File: config.mk
export PLATFORM = sky130hd
export DESIGN_NAME = prox_irq
export DESIGN_NICKNAME = d
export VERILOG_FILES = /design/src/prox_persist_filter.v /design/src/prox_irq.v
export VERILOG_INCLUDE_DIRS = /design/src
export SDC_FILE = /design/constraint.sdc
export NUM_CORES = 1
export LEC_CHECK = 0
export BUFFER_PORTS_ARGS = -buffer_cell sky130_fd_sc_hd__clkbuf_2
export CAP_MARGIN = 20
export CELL_PAD_IN_SITES_DETAIL_PLACEMENT = 1
export CELL_PAD_IN_SITES_GLOBAL_PLACEMENT = 2
export CORE_ASPECT_RATIO = 1.25
export CORE_MARGIN = 10
export CORE_UTILIZATION = 34
export DETAILED_ROUTE_END_ITERATION = 8
export PLACE_DENSITY = 0.86
export SETUP_SLACK_MARGIN = 0.5
export SLEW_MARGIN = 5
export SYNTH_ARGS = -nofsm -noshare
export SYNTH_HDL_FRONTEND = slang
export SYNTH_HIERARCHICAL = 1
export SYNTH_SLANG_ARGS = --single-unit
File: constraint.sdc
create_clock -name i_clk -period 3.1 [get_ports i_clk]
set_input_delay 0.155 -clock i_clk [delete_from_list [all_inputs] [get_ports i_clk]]
set_output_delay 0.155 -clock i_clk [all_outputs]
set_load 0.02 [all_outputs]
File: src/prox_irq_defines.vh
// Constants for the proximity mode and threshold interrupt block.
// Assumes an 8-bit register view as seen by the host bus bridge.
`ifndef PROX_IRQ_DEFINES_VH
`define PROX_IRQ_DEFINES_VH
// =========================================================
// Register offsets
`define OFS_PROX_CTRL 8'h81
`define OFS_INT_CFG 8'hA7
`define OFS_PERSIST 8'hA8
`define OFS_UPPER_LSB 8'hA9
`define OFS_UPPER_MSB 8'hAA
`define OFS_LOWER_LSB 8'hAB
`define OFS_LOWER_MSB 8'hAC
// =========================================================
// Field positions
`define CTRL_ACTIVE_BIT 1
`define CTRL_LOGIC_BIT 2
`define CTRL_SWRST_BIT 0
`define CFG_LOGIC_BIT 1
`define CFG_POL_BIT 3
`define CFG_MODE_HI 2
`define CFG_MODE_LO 1
`define PERSIST_HI 7
`define PERSIST_LO 4
// =========================================================
// Reset values and encodings
`define RST_INT_CFG 8'h40
`define RST_PERSIST 8'h00
`define RST_UPPER 16'hFFFF
`define RST_LOWER 16'h0000
`define MODE_OFF 2'h0
`define MODE_PROX 2'h1
// =========================================================
// Timing counts
`define MEAS_TIME_NS 1000
`define CLK_NS 8
`define MEAS_CYCLES ((`MEAS_TIME_NS + `CLK_NS - 1) / `CLK_NS)
`define START_CYCLES 16
`endif

File: src/prox_persist_filter.v
// Consecutive out-of-range filter for fresh measurement results.
// Assumes i_fresh pulses once per completed measurement, same clock.
`timescale 1ns/1ps
`default_nettype none
module prox_persist_filter #(
    parameter CW = 4
) (
    // Clock and reset
    input wire i_clk,
    input wire i_rst_b,
    input wire i_clr,
    // Measurement events
    input wire i_fresh,
    input wire i_out_range,
    input wire [CW-1:0] i_need,
    // Qualified event
    output reg o_fire
);
    reg [CW-1:0] cnt_q;
    // =====================================================
    // Run counter
    // Count of zero fires on every out-of-range result
    always @(posedge i_clk or negedge i_rst_b)
    begin
        if (!i_rst_b)
        begin
            cnt_q <= {CW{1'b0}};
            o_fire <= 1'b0;
        end
        else if (i_clr)
        begin
            cnt_q <= {CW{1'b0}};
            o_fire <= 1'b0;
        end
        else
        begin
            o_fire <= 1'b0;
            if (i_fresh)
            begin
                if (!i_out_range)
                    cnt_q <= {CW{1'b0}};
                // A saturated count must not wrap back below the need
                else if (cnt_q == {CW{1'b1}} || cnt_q + 1'b1 >= i_need ||
                         i_need == {CW{1'b0}})
                begin
                    // Saturate so a long run keeps firing
                    o_fire <= 1'b1;
                    if (cnt_q != {CW{1'b1}})
                        cnt_q <= cnt_q + 1'b1;
                end
                else
                    cnt_q <= cnt_q + 1'b1;
            end
        end
    end
endmodule // prox_persist_filter
`default_nettype wire

File: src/prox_irq.v
// Mode control and threshold interrupt of a proximity sensor.
// Assumes a bus bridge on i_clk delivers register writes as byte strobes.
// Function
// RULE1 - Come up in stand-by, no measuring until active mode chosen.
// RULE2 - Register writes are accepted in stand-by as well.
// RULE3 - Software reset repeats the power-on start-up sequence.
// RULE4 - Each active measurement completes after a fixed cycle count.
// RULE5 - Flag data above upper or below lower threshold.
// RULE6 - Compare only freshly completed measurements.
// RULE7 - Interrupt shown on pin and in status register.
// RULE8 - Register control enables or disables pin drive.
// RULE9 - Register selects low or high active pin level.
// RULE10 - Window and logic interrupt types offered.
// RULE11 - Logic type needs control bit 2 and config bit 1.
// RULE12 - Window type is default, no transition reports.
// RULE13 - Logic type reports far-to-near above, near-to-far below.
// RULE14 - Interrupt after programmable count of consecutive out-of-range.
// RULE15 - Polarity bit 3: 0 active low, 1 active high.
// RULE16 - Mode 00 pin released, 01 measurements trigger.
// RULE17 - Upper threshold resets all ones, lower all zeros.
`timescale 1ns/1ps
`default_nettype none
`include "prox_irq_defines.vh"
module prox_irq #(
    parameter DW = 16,
    parameter MEAS_CYC = `MEAS_CYCLES
) (
    // Clock and reset
    input wire i_clk,
    input wire i_rst_b,
    // Register write port
    input wire i_wr,
    input wire [7:0] i_addr,
    input wire [7:0] i_wdata,
    input wire i_int_clr,
    // Analog front end result
    input wire [DW-1:0] i_meas_data,
    // Status
    output reg o_active,
    output reg o_ready,
    output reg o_meas_start,
    output reg [DW-1:0] o_proximity_measurement,
    output reg o_meas_valid,
    output reg o_int_status,
    output reg o_far_to_near_report,
    output reg o_near_to_far_report,
    output reg [7:0] o_proximity_control_register,
    output reg [7:0] o_int_cfg,
    output reg [7:0] o_persist,
    output reg [DW-1:0] o_upper_limit_value,
    output reg [DW-1:0] o_lower_limit_value,
    // Interrupt pin, open drain style
    output wire o_int_pin,
    output wire o_int_oe_b
);
    localparam ST_START = 2'h0;
    localparam ST_IDLE = 2'h1;
    localparam ST_MEAS = 2'h2;
    reg [1:0] state_q;
    reg [15:0] cnt_q;
    reg swrst_q;
    reg near_q;
    wire fire;
    wire above;
    wire below;
    wire logic_type;
    wire [1:0] int_mode;
    wire polarity;
    // =====================================================
    // Decode of configuration
    // RULE10 RULE11 logic type select
    assign logic_type = o_proximity_control_register[`CTRL_LOGIC_BIT] &
                        o_int_cfg[`CFG_LOGIC_BIT];
    assign int_mode = o_int_cfg[`CFG_MODE_HI:`CFG_MODE_LO];
    assign polarity = o_int_cfg[`CFG_POL_BIT];
    // RULE5 threshold compare on captured data
    assign above = o_proximity_measurement > o_upper_limit_value;
    assign below = o_proximity_measurement < o_lower_limit_value;
    // =====================================================
    // Register writes, accepted in every state
    // Soft reset rebuilds the power-on state one cycle later, except the captured measurement
    always @(posedge i_clk or negedge i_rst_b)
    begin
        if (!i_rst_b)
        begin
            o_proximity_control_register <= 8'h00;
            o_int_cfg <= `RST_INT_CFG;
            o_persist <= `RST_PERSIST;
            // RULE17 threshold defaults
            o_upper_limit_value <= `RST_UPPER;
            o_lower_limit_value <= `RST_LOWER;
            swrst_q <= 1'b0;
        end
        else if (swrst_q)
        begin
            // RULE3 same defaults as power-on
            o_proximity_control_register <= 8'h00;
            o_int_cfg <= `RST_INT_CFG;
            o_persist <= `RST_PERSIST;
            o_upper_limit_value <= `RST_UPPER;
            o_lower_limit_value <= `RST_LOWER;
            swrst_q <= 1'b0;
        end
        // RULE2 writes taken in stand-by too
        else if (i_wr)
        begin
            case (i_addr)
                `OFS_PROX_CTRL:
                begin
                    o_proximity_control_register <= i_wdata;
                    swrst_q <= i_wdata[`CTRL_SWRST_BIT];
                end
                `OFS_INT_CFG: o_int_cfg <= i_wdata;
                `OFS_PERSIST: o_persist <= i_wdata;
                `OFS_UPPER_LSB: o_upper_limit_value[7:0] <= i_wdata;
                `OFS_UPPER_MSB: o_upper_limit_value[15:8] <= i_wdata;
                `OFS_LOWER_LSB: o_lower_limit_value[7:0] <= i_wdata;
                `OFS_LOWER_MSB: o_lower_limit_value[15:8] <= i_wdata;
                default: swrst_q <= 1'b0;
            endcase
        end
    end
    // =====================================================
    // Mode and measurement sequencer
    always @(posedge i_clk or negedge i_rst_b)
    begin
        if (!i_rst_b)
        begin
            // RULE1 start-up then stand-by
            state_q <= ST_START;
            cnt_q <= 16'h0000;
            o_meas_start <= 1'b0;
            o_meas_valid <= 1'b0;
            o_proximity_measurement <= {DW{1'b0}};
        end
        else
        begin
            o_meas_start <= 1'b0;
            o_meas_valid <= 1'b0;
            if (swrst_q)
            begin
                // RULE3 rerun start-up
                state_q <= ST_START;
                cnt_q <= 16'h0000;
            end
            else
            begin
                case (state_q)
                    ST_START:
                    begin
                        cnt_q <= cnt_q + 16'h0001;
                        if (cnt_q == `START_CYCLES - 1)
                        begin
                            state_q <= ST_IDLE;
                            cnt_q <= 16'h0000;
                        end
                    end
                    ST_IDLE:
                        // RULE1 measure only in active mode
                        if (o_proximity_control_register[`CTRL_ACTIVE_BIT])
                        begin
                            state_q <= ST_MEAS;
                            cnt_q <= 16'h0000;
                            o_meas_start <= 1'b1;
                        end
                    ST_MEAS:
                    begin
                        cnt_q <= cnt_q + 16'h0001;
                        // RULE4 fixed conversion time
                        if (cnt_q == MEAS_CYC[15:0] - 16'h0001)
                        begin
                            state_q <= ST_IDLE;
                            o_proximity_measurement <= i_meas_data;
                            // RULE6 one pulse per new result
                            o_meas_valid <= 1'b1;
                        end
                    end
                    default: state_q <= ST_START;
                endcase
            end
        end
    end
    // =====================================================
    // Consecutive count filter
    // RULE14 persistence on fresh results only
    prox_persist_filter #(
        .CW(4)
    ) u_persist (
        .i_clk(i_clk),
        .i_rst_b(i_rst_b),
        .i_clr(swrst_q),
        .i_fresh(o_meas_valid),
        .i_out_range(logic_type ? (near_q ? below : above) : (above | below)),
        .i_need(o_persist[`PERSIST_HI:`PERSIST_LO]),
        .o_fire(fire)
    );
    // =====================================================
    // Interrupt status and transition reports
    // Set wins over a clear in the same cycle
    always @(posedge i_clk or negedge i_rst_b)
    begin
        if (!i_rst_b)
        begin
            o_int_status <= 1'b0;
            o_far_to_near_report <= 1'b0;
            o_near_to_far_report <= 1'b0;
            near_q <= 1'b0;
        end
        else if (swrst_q)
        begin
            o_int_status <= 1'b0;
            o_far_to_near_report <= 1'b0;
            o_near_to_far_report <= 1'b0;
            near_q <= 1'b0;
        end
        // RULE16 only mode 01 lets results trigger
        else if (fire && int_mode == `MODE_PROX)
        begin
            // RULE7 status bit mirrors the pin
            o_int_status <= 1'b1;
            // RULE13 hysteresis between near and far
            if (logic_type)
            begin
                near_q <= ~near_q;
                o_far_to_near_report <= ~near_q;
                o_near_to_far_report <= near_q;
            end
            else
            begin
                // RULE12 window type has no reports
                o_far_to_near_report <= 1'b0;
                o_near_to_far_report <= 1'b0;
            end
        end
        else
        begin
            if (i_int_clr)
                o_int_status <= 1'b0;
            // RULE12 reports drop once window type is chosen
            if (i_int_clr || !logic_type)
            begin
                o_far_to_near_report <= 1'b0;
                o_near_to_far_report <= 1'b0;
            end
        end
    end
    // =====================================================
    // Pin drive and mode flags
    // RULE8 pin released when mode is 00
    assign o_int_oe_b = (int_mode == `MODE_OFF);
    // RULE9 RULE15 polarity select
    assign o_int_pin = polarity ? o_int_status : ~o_int_status;
    // Registered status flags for the host
    always @(posedge i_clk or negedge i_rst_b)
    begin
        if (!i_rst_b)
        begin
            o_active <= 1'b0;
            o_ready <= 1'b0;
        end
        else
        begin
            o_active <= (state_q == ST_MEAS);
            o_ready <= (state_q != ST_START);
        end
    end
endmodule // prox_irq
`default_nettype wire

==> results.json, run 1 <==
{
  "status": "complete, no violations",
  "synthArstFlopShare_pct": 100.0,
  "h-tree-depth": 3,
  "synth_common_cells": "87 x dfrtp_1, 72 x nor2_1, 53 x inv_1, 42 x ha_1, 40 x mux2i_1",
  "synthTopCellsByArea": "dfrtp_1 39%, ha_1 9.5%, dfstp_2 8.0%, mux2i_1 7.2%, nor2_1 4.9%",
  "p_int_mw": 2.392,
  "fill_cells": 1898,
  "synth.largest_area_cell": "dfrtp_1",
  "power_per_cell_area_mw_per_mm2": 535.8,
  "cp-start-kind": "flip-flop",
  "finClkSkew_ns": 0.01132,
  "pin_count": 117,
  "tightestPinTransition_ns": 0.9240,
  "antenna_found_initial": 0,
  "synth_ff_type": "dfrtp_1",
  "wl_per_cell_um": 19.66,
  "area_growth_pct": 21.17,
  "hold_depth": 2,
  "synth-edff-count": 0,
  "drive_above_1_share_pct": 28.36,
  "path_class": "flip-flop to flip-flop",
  "drtPass1Iterations": 4,
  "grt_pass1_vias": 4964,
  "cts-root-buf": "clkbuf_16",
  "vias_per_cell": 5.171,
  "drt_drc_violations_left": 0,
  "p_leak_nw": 3.482,
  "synth_area_mm2": 0.005555,
  "cp-end-kind": "flip-flop",
  "vias": 4545,
  "place.gp.congestion": 0.8311,
  "yosys.area.top_type_share_pct": 39.19,
  "hold_slack_ns": 0.02358,
  "setup_tns_ns": 0,
  "cts_buffer_depth": 2,
  "p_sw_mw": 1.215,
  "syn_inst": 539,
  "start_util_pct": 34.43,
  "die_w_um": 134.3,
  "io_buffers": 116,
  "cts.sinks": 104,
  "grt_max_degree": 67,
  "drtAntennaViolNets": 0,
  "hold_path_class": "primary input to flip-flop",
  "slew_headroom_pct": 38.06,
  "grt_usage_pct": 15.92,
  "slew_viol_final": 0,
  "clockPowerShare_pct": 30.9,
  "rsz0062_at_grt": "no",
  "synth_warnings": 6,
  "totalWireLength_mm": 17.28,
  "power_frac_seq_pct": 44.3,
  "cts_buffers": 9,
  "synth_most_common_cell": "dfrtp_1",
  "synth.avg_cell_area_um2": 10.31,
  "swShare_pct": 33.68,
  "initialDrtViolationCount": 196,
  "peakVddDrop_mv": 0.3339,
  "synthesis.nets": 617,
  "cp.required_ns": 3.31,
  "design.die.area_mm2": 0.02188,
  "placementRows": 52,
  "fmax_mhz": 404.3,
  "arrival_ns": 2.68,
  "clk_latency_ns": 0.36,
  "die_h_um": 162.9,
  "grt_pass1_wl_mm": 27.38,
  "period_share_pct": 79.79,
  "synth-seq-cells": 104,
  "grt-ovfl-total": 0,
  "nets": 736,
  "min_period_ns": 2.473,
  "cts_setup_buffers": 0,
  "crit_fanout": 6,
  "synth.distinct_cells": 49,
  "clk_pin_slew_worst_paths_ns": 0.08,
  "combPwrFrac_pct": 24.8,
  "setup_viol": 0,
  "antenna_cells": 0,
  "core_area_mm2": 0.01614,
  "ys_seq_area_share_pct": 47.23,
  "cts_tree": "yes",
  "timing.max_cap.violations": 0,
  "dpl.hpwl_mm": 13.12,
  "finish.instance_area_mm2": 0.006731,
  "hold_viol": 0,
  "worstRegToRegCells": 10,
  "placed_cell_area_mm2": 0.006396
}
## worst max-delay path, cell delays in order (launching register included)
cell	delay [ns]
dfstp_2	0.53
inv_1	0.06
ha_1	0.31
and4_1	0.22
a221o_1	0.36
a211oi_2	0.29
o2bb2ai_4	0.14
nand3_1	0.10
nor2_1	0.05
a31oi_1	0.16
a21oi_1	0.09
## logic make-up after synthesis
kind of cell	count (synthesis)	share of synthesized area [%]
muxes	56	10.45
DFF	104	47.23
xor gates and xnor gates	13	2.185
buffers and inverters	66	4.595
and+or+nand+nor	185	16.87
AOI/OAI and AO/OA	73	9.212
adders and majority gates	42	9.459
## layout by cell type, fill, tap and decap left out, types with 2 or more instances in the layout
cell type / Yosys / final
and3_2: 2 / 2
nand2_1: 28 / 28
a21oi_1: 16 / 14
nor3_1: 10 / 10
xor2_1: 11 / 11
ha_1: 42 / 41
nand2b_1: 4 / 4
or3_1: 3 / 3
a21oi_2: 0 / 2
o31ai_1: 2 / 2
a31oi_1: 6 / 6
clkinv_2: 0 / 5
dfrtp_1: 87 / 86
nand3_1: 21 / 21
a211oi_1: 6 / 5
nor2b_1: 7 / 7
and4_1: 4 / 4
mux2i_1: 40 / 40
o21ai_0: 11 / 10
nor3_2: 2 / 2
clkbuf_16: 0 / 10
nor4_1: 6 / 6
o211ai_1: 2 / 2
nand4_1: 10 / 10
a211o_1: 18 / 18
dfstp_2: 17 / 17
buf_4: 0 / 4
clkbuf_2: 0 / 115
inv_1: 53 / 53
a21o_1: 5 / 5
and3_1: 4 / 4
nor2_1: 72 / 72
mux2_2: 16 / 16
nor2_2: 2 / 2
nor4_4: 2 / 2
## repair_timing
| action | in CTS | in global routing |
|---|---|---|
| resized for setup | 2 | 5 |
| endpoints found under the hold margin | 34 | 0 |
| pin swaps | 0 | 4 |
| setup endpoints to repair | 2 | 2 |
| hold buffers | 1 | 0 |
## stage by stage
step	setup WS (ns)	cells	utilization (%)	power (mW)
floorplan	0.7936	539	-	2.171
global placement	0.5795	862	39.64	2.470
detailed placement	0.4671	862	39.64	2.515
CTS	0.5624	879	41.52	3.652
global route	0.5100	879	41.72	3.824
finish	0.6266	879	41.72	3.607
## sequential cells by signal (all words and copies together) (netlist names), 2 cells and up
register / flops
o_proximity_measurement: 16
o_persist: 8
state_q: 2
o_int_cfg: 8
o_upper_limit_value: 16
o_proximity_control_register: 8
u_persist/cnt_q: 4
cnt_q: 16
o_lower_limit_value: 16
## per-layer routing
| metal | part of all wire [%] | vias up | routed length (um) | GRT usage, % |
|---|---|---|---|---|
| li1 | - | 2125 | - | - |
| met2 | 53 | 103 | 9084 | 28.58 |
| met5 | 0 | - | 0 | 0 |
| met3 | 4.8 | 21 | 825 | 3.858 |
| met4 | 1.9 | 0 | 330 | 5.649 |
| met1 | 41 | 2296 | 7044 | 17.84 |
## layout make-up
cell class                      instances  area (um2)  share of cell area (%)
Multi-Input combinational cell        369        2720                   40.41
Tap cell                              216       270.3                   4.015
Timing Repair Buffer                  121       635.6                   9.442
Clock inverter                          6       31.28                  0.4647
Sequential cell                       104        2625                   39.00
Clock buffer                           10       250.2                   3.717
Inverter                               53       198.9                   2.955
## worst paths after layout
| kind | from | endpoint | slack [ns] |
|---|---|---|---|
| max | o_upper_limit_value[10] | u_persist/cnt_q[1] | 0.63 |
| min | i_meas_data[14] | o_proximity_measurement[14] | 0.02 |
| max reg2reg | o_upper_limit_value[10] | u_persist/cnt_q[1] | 0.63 |
| min reg2reg | swrst_q | o_meas_valid | 0.53 |
| max in group asynchronous | i_rst_b | o_int_cfg[6] | 1.93 |
| min in group asynchronous | i_rst_b | o_lower_limit_value[14] | 0.38 |
## power groups by stage
| stage | clock network (mW) | registers [mW] | logic [mW] |
|---|---|---|---|
| after CTS | 1.15 | 1.60 | 0.905 |
| final | 1.11 | 1.60 | 0.896 |
| after global placement | 0 | 1.61 | 0.859 |
| after global routing | 1.20 | 1.61 | 1.01 |
| after detailed placement | 0 | 1.62 | 0.895 |
| after floorplan | 0 | 1.67 | 0.498 |
(Power assumes the default switching activity.)
==> run 2: changes to the inputs <==
- clock period: 3.1 -> 2.48 ns (I/O delays scaled with it)
==> run 2 against run 1 <==
Against the previous run: die area is the same; combinational power grew 58%; count of clock-buffer cells in the layout shrank 1; worst setup slack lost 0.44 ns; critical path depth grew 1; register-to-register slack lost 0.44 ns; total power grew 41%; core utilization grew 4.0 points; wire length grew 7.5%; final area grew 9.6%; critical path type unchanged; largest cell class unchanged; highest routed layer unchanged.
==> results.json, run 2 (synthesis gave the netlist of run 1 again) <==
{
  "hold_start": "i_meas_data[2]",
  "antenna_found_initial": 0,
  "hold_end": "o_proximity_measurement[2]",
  "r2r_start": "o_upper_limit_value[10]",
  "final_common_cell": "clkbuf_2",
  "clockPowerShare_pct": 32.9,
  "start_util_pct": 34.43,
  "hold_path_class": "primary input to flip-flop",
  "slew_headroom_pct": 49.54,
  "placementRows": 52,
  "die_w_um": 134.3,
  "fill_cells": 1866,
  "h-tree-depth": 3,
  "p_sw_mw": 1.710,
  "area_growth_pct": 32.84,
  "final_cell_mix": "115 x clkbuf_2, 85 x dfrtp_1, 68 x nor2_1",
  "status": "complete, no violations",
  "fmax_mhz": 436.5,
  "timing.rr.end": "u_persist/cnt_q[1]",
  "drt_drc_violations_left": 0,
  "clk_pin_slew_worst_paths_ns": 0.07,
  "drive_above_1_share_pct": 35.91,
  "place.gp.congestion": 0.8437,
  "initialDrtViolationCount": 191,
  "tightestPinTransition_ns": 0.7569,
  "hold_slack_ns": 0.003428,
  "swShare_pct": 33.64,
  "finClkSkew_ns": 0.006568,
  "slew_viol_final": 0,
  "grt_usage_pct": 17.01,
  "cts-root-buf": "clkbuf_16",
  "design_power_total_mw": 5.083,
  "power_frac_seq_pct": 39.2,
  "cp.required_ns": 2.69,
  "grt-ovfl-total": 0,
  "timing.max_cap.violations": 0,
  "antenna_cells": 0,
  "vias_per_cell": 5.150,
  "min_period_ns": 2.291,
  "worstRegToRegCells": 11,
  "rsz0062_at_grt": "yes",
  "hold_viol": 0,
  "setup_tns_ns": 0,
  "r2r_setup_slack_ns": 0.19,
  "cp-start-kind": "flip-flop",
  "arrival_ns": 2.50,
  "crit_fanout": 5,
  "cts.sinks": 104,
  "cts_buffer_depth": 2,
  "combPwrFrac_pct": 27.9,
  "die_h_um": 162.9,
  "hold_depth": 2,
  "path_class": "flip-flop to flip-flop",
  "peakVddDrop_mv": 0.5507,
  "wl_per_cell_um": 20.30,
  "power_per_cell_area_mw_per_mm2": 688.8,
  "clk_latency_ns": 0.36,
  "p_leak_nw": 3.671,
  "setup_viol": 0,
  "grt_pass1_vias": 5192,
  "vias": 4712,
  "drtAntennaViolNets": 0,
  "totalWireLength_mm": 18.58,
  "cts_tree": "yes",
  "dpl.hpwl_mm": 13.28,
  "grt_pass1_wl_mm": 29.09,
  "cp-end-kind": "flip-flop",
  "core_area_mm2": 0.01614,
  "period_share_pct": 92.38,
  "drtPass1Iterations": 4,
  "grt_max_degree": 67,
  "p_int_mw": 3.373,
  "cts_buffers": 9,
  "design.die.area_mm2": 0.02188,
  "pin_count": 117,
  "nets": 772,
  "final_util_pct": 45.74,
  "io_buffers": 116
}
## run 2: power groups by stage
| stage | clock (mW) | combinational (mW) | sequential, mW |
|---|---|---|---|
| after floorplan | 0 | 0.638 | 2.09 |
| after global placement | 0 | 1.11 | 2.01 |
| after detailed placement | 0 | 1.15 | 2.02 |
| after CTS | 1.70 | 1.33 | 1.99 |
| after global routing | 1.77 | 1.56 | 2.02 |
| final | 1.67 | 1.42 | 1.99 |
## run 2: per-layer routing
metal  track usage, %  routed length [um]
met1            19.28                7565
met4            4.609                 249
met2            31.77               10000
met3            2.994                 761
met5                0                   0
## run 2: cell type report
cell class                 count  area (um2)  share of cell area, %
inverter                      53       198.9                  2.696
multi-input combinational    370        2984                  40.44
sequential                   104        2626                  35.59
timing repair buffer         156       955.9                  12.95
clock buffer                   9       225.2                  3.052
clock inverter                 7       118.9                  1.611
tap                          216       270.3                  3.662
## run 2: worst max-delay path, cell delays in order (launching register included)
cell and delay (ns):
dfstp_2 0.54, inv_2 0.05, ha_4 0.22, a21oi_2 0.16
nand2_1 0.09, a221o_1 0.32, a211oi_2 0.26, o2bb2ai_4 0.12
nand3_1 0.09, nor2_1 0.05, a31oi_1 0.16, a21oi_1 0.09
## run 2: metrics by stage
stage / worst slack [ns] / cell area, um2 / cells
2_1_floorplan: 0.3484 / 5645 / 539
3_3_place_gp: 0.1530 / 6526 / 869
3_5_place_dp: 0.06993 / 6526 / 869
4_1_cts: 0.1405 / 7257 / 911
5_1_grt: 0.09044 / 7380 / 915
6_report: 0.1889 / 7380 / 915
## run 2: repair_timing
item / CTS / global route
hold buffers: 13 / 0
setup buffers: 11 / 4
setup endpoints to repair: 35 / 39
hold endpoints to repair: 53 / 0
gates resized for setup: 31 / 23
cloned: 2 / 0
pin swaps: 9 / 20
## run 2: how the worst max path moves through the flow
| stage | startpoint | end | slack, ns | depth (start not counted) |
|---|---|---|---|---|
| 2_1_floorplan | o_upper_limit_value[10] | u_persist/cnt_q[1] | 0.35 | 10 |
| 3_3_place_gp | o_proximity_measurement[9] | u_persist/cnt_q[1] | 0.15 | 10 |
| 3_5_place_dp | o_proximity_measurement[9] | u_persist/cnt_q[1] | 0.07 | 10 |
| 4_1_cts | o_upper_limit_value[5] | u_persist/cnt_q[1] | 0.14 | 11 |
| 5_1_grt | o_proximity_measurement[7] | u_persist/cnt_q[0] | 0.09 | 10 |
| 6_report | o_upper_limit_value[10] | u_persist/cnt_q[1] | 0.19 | 11 |
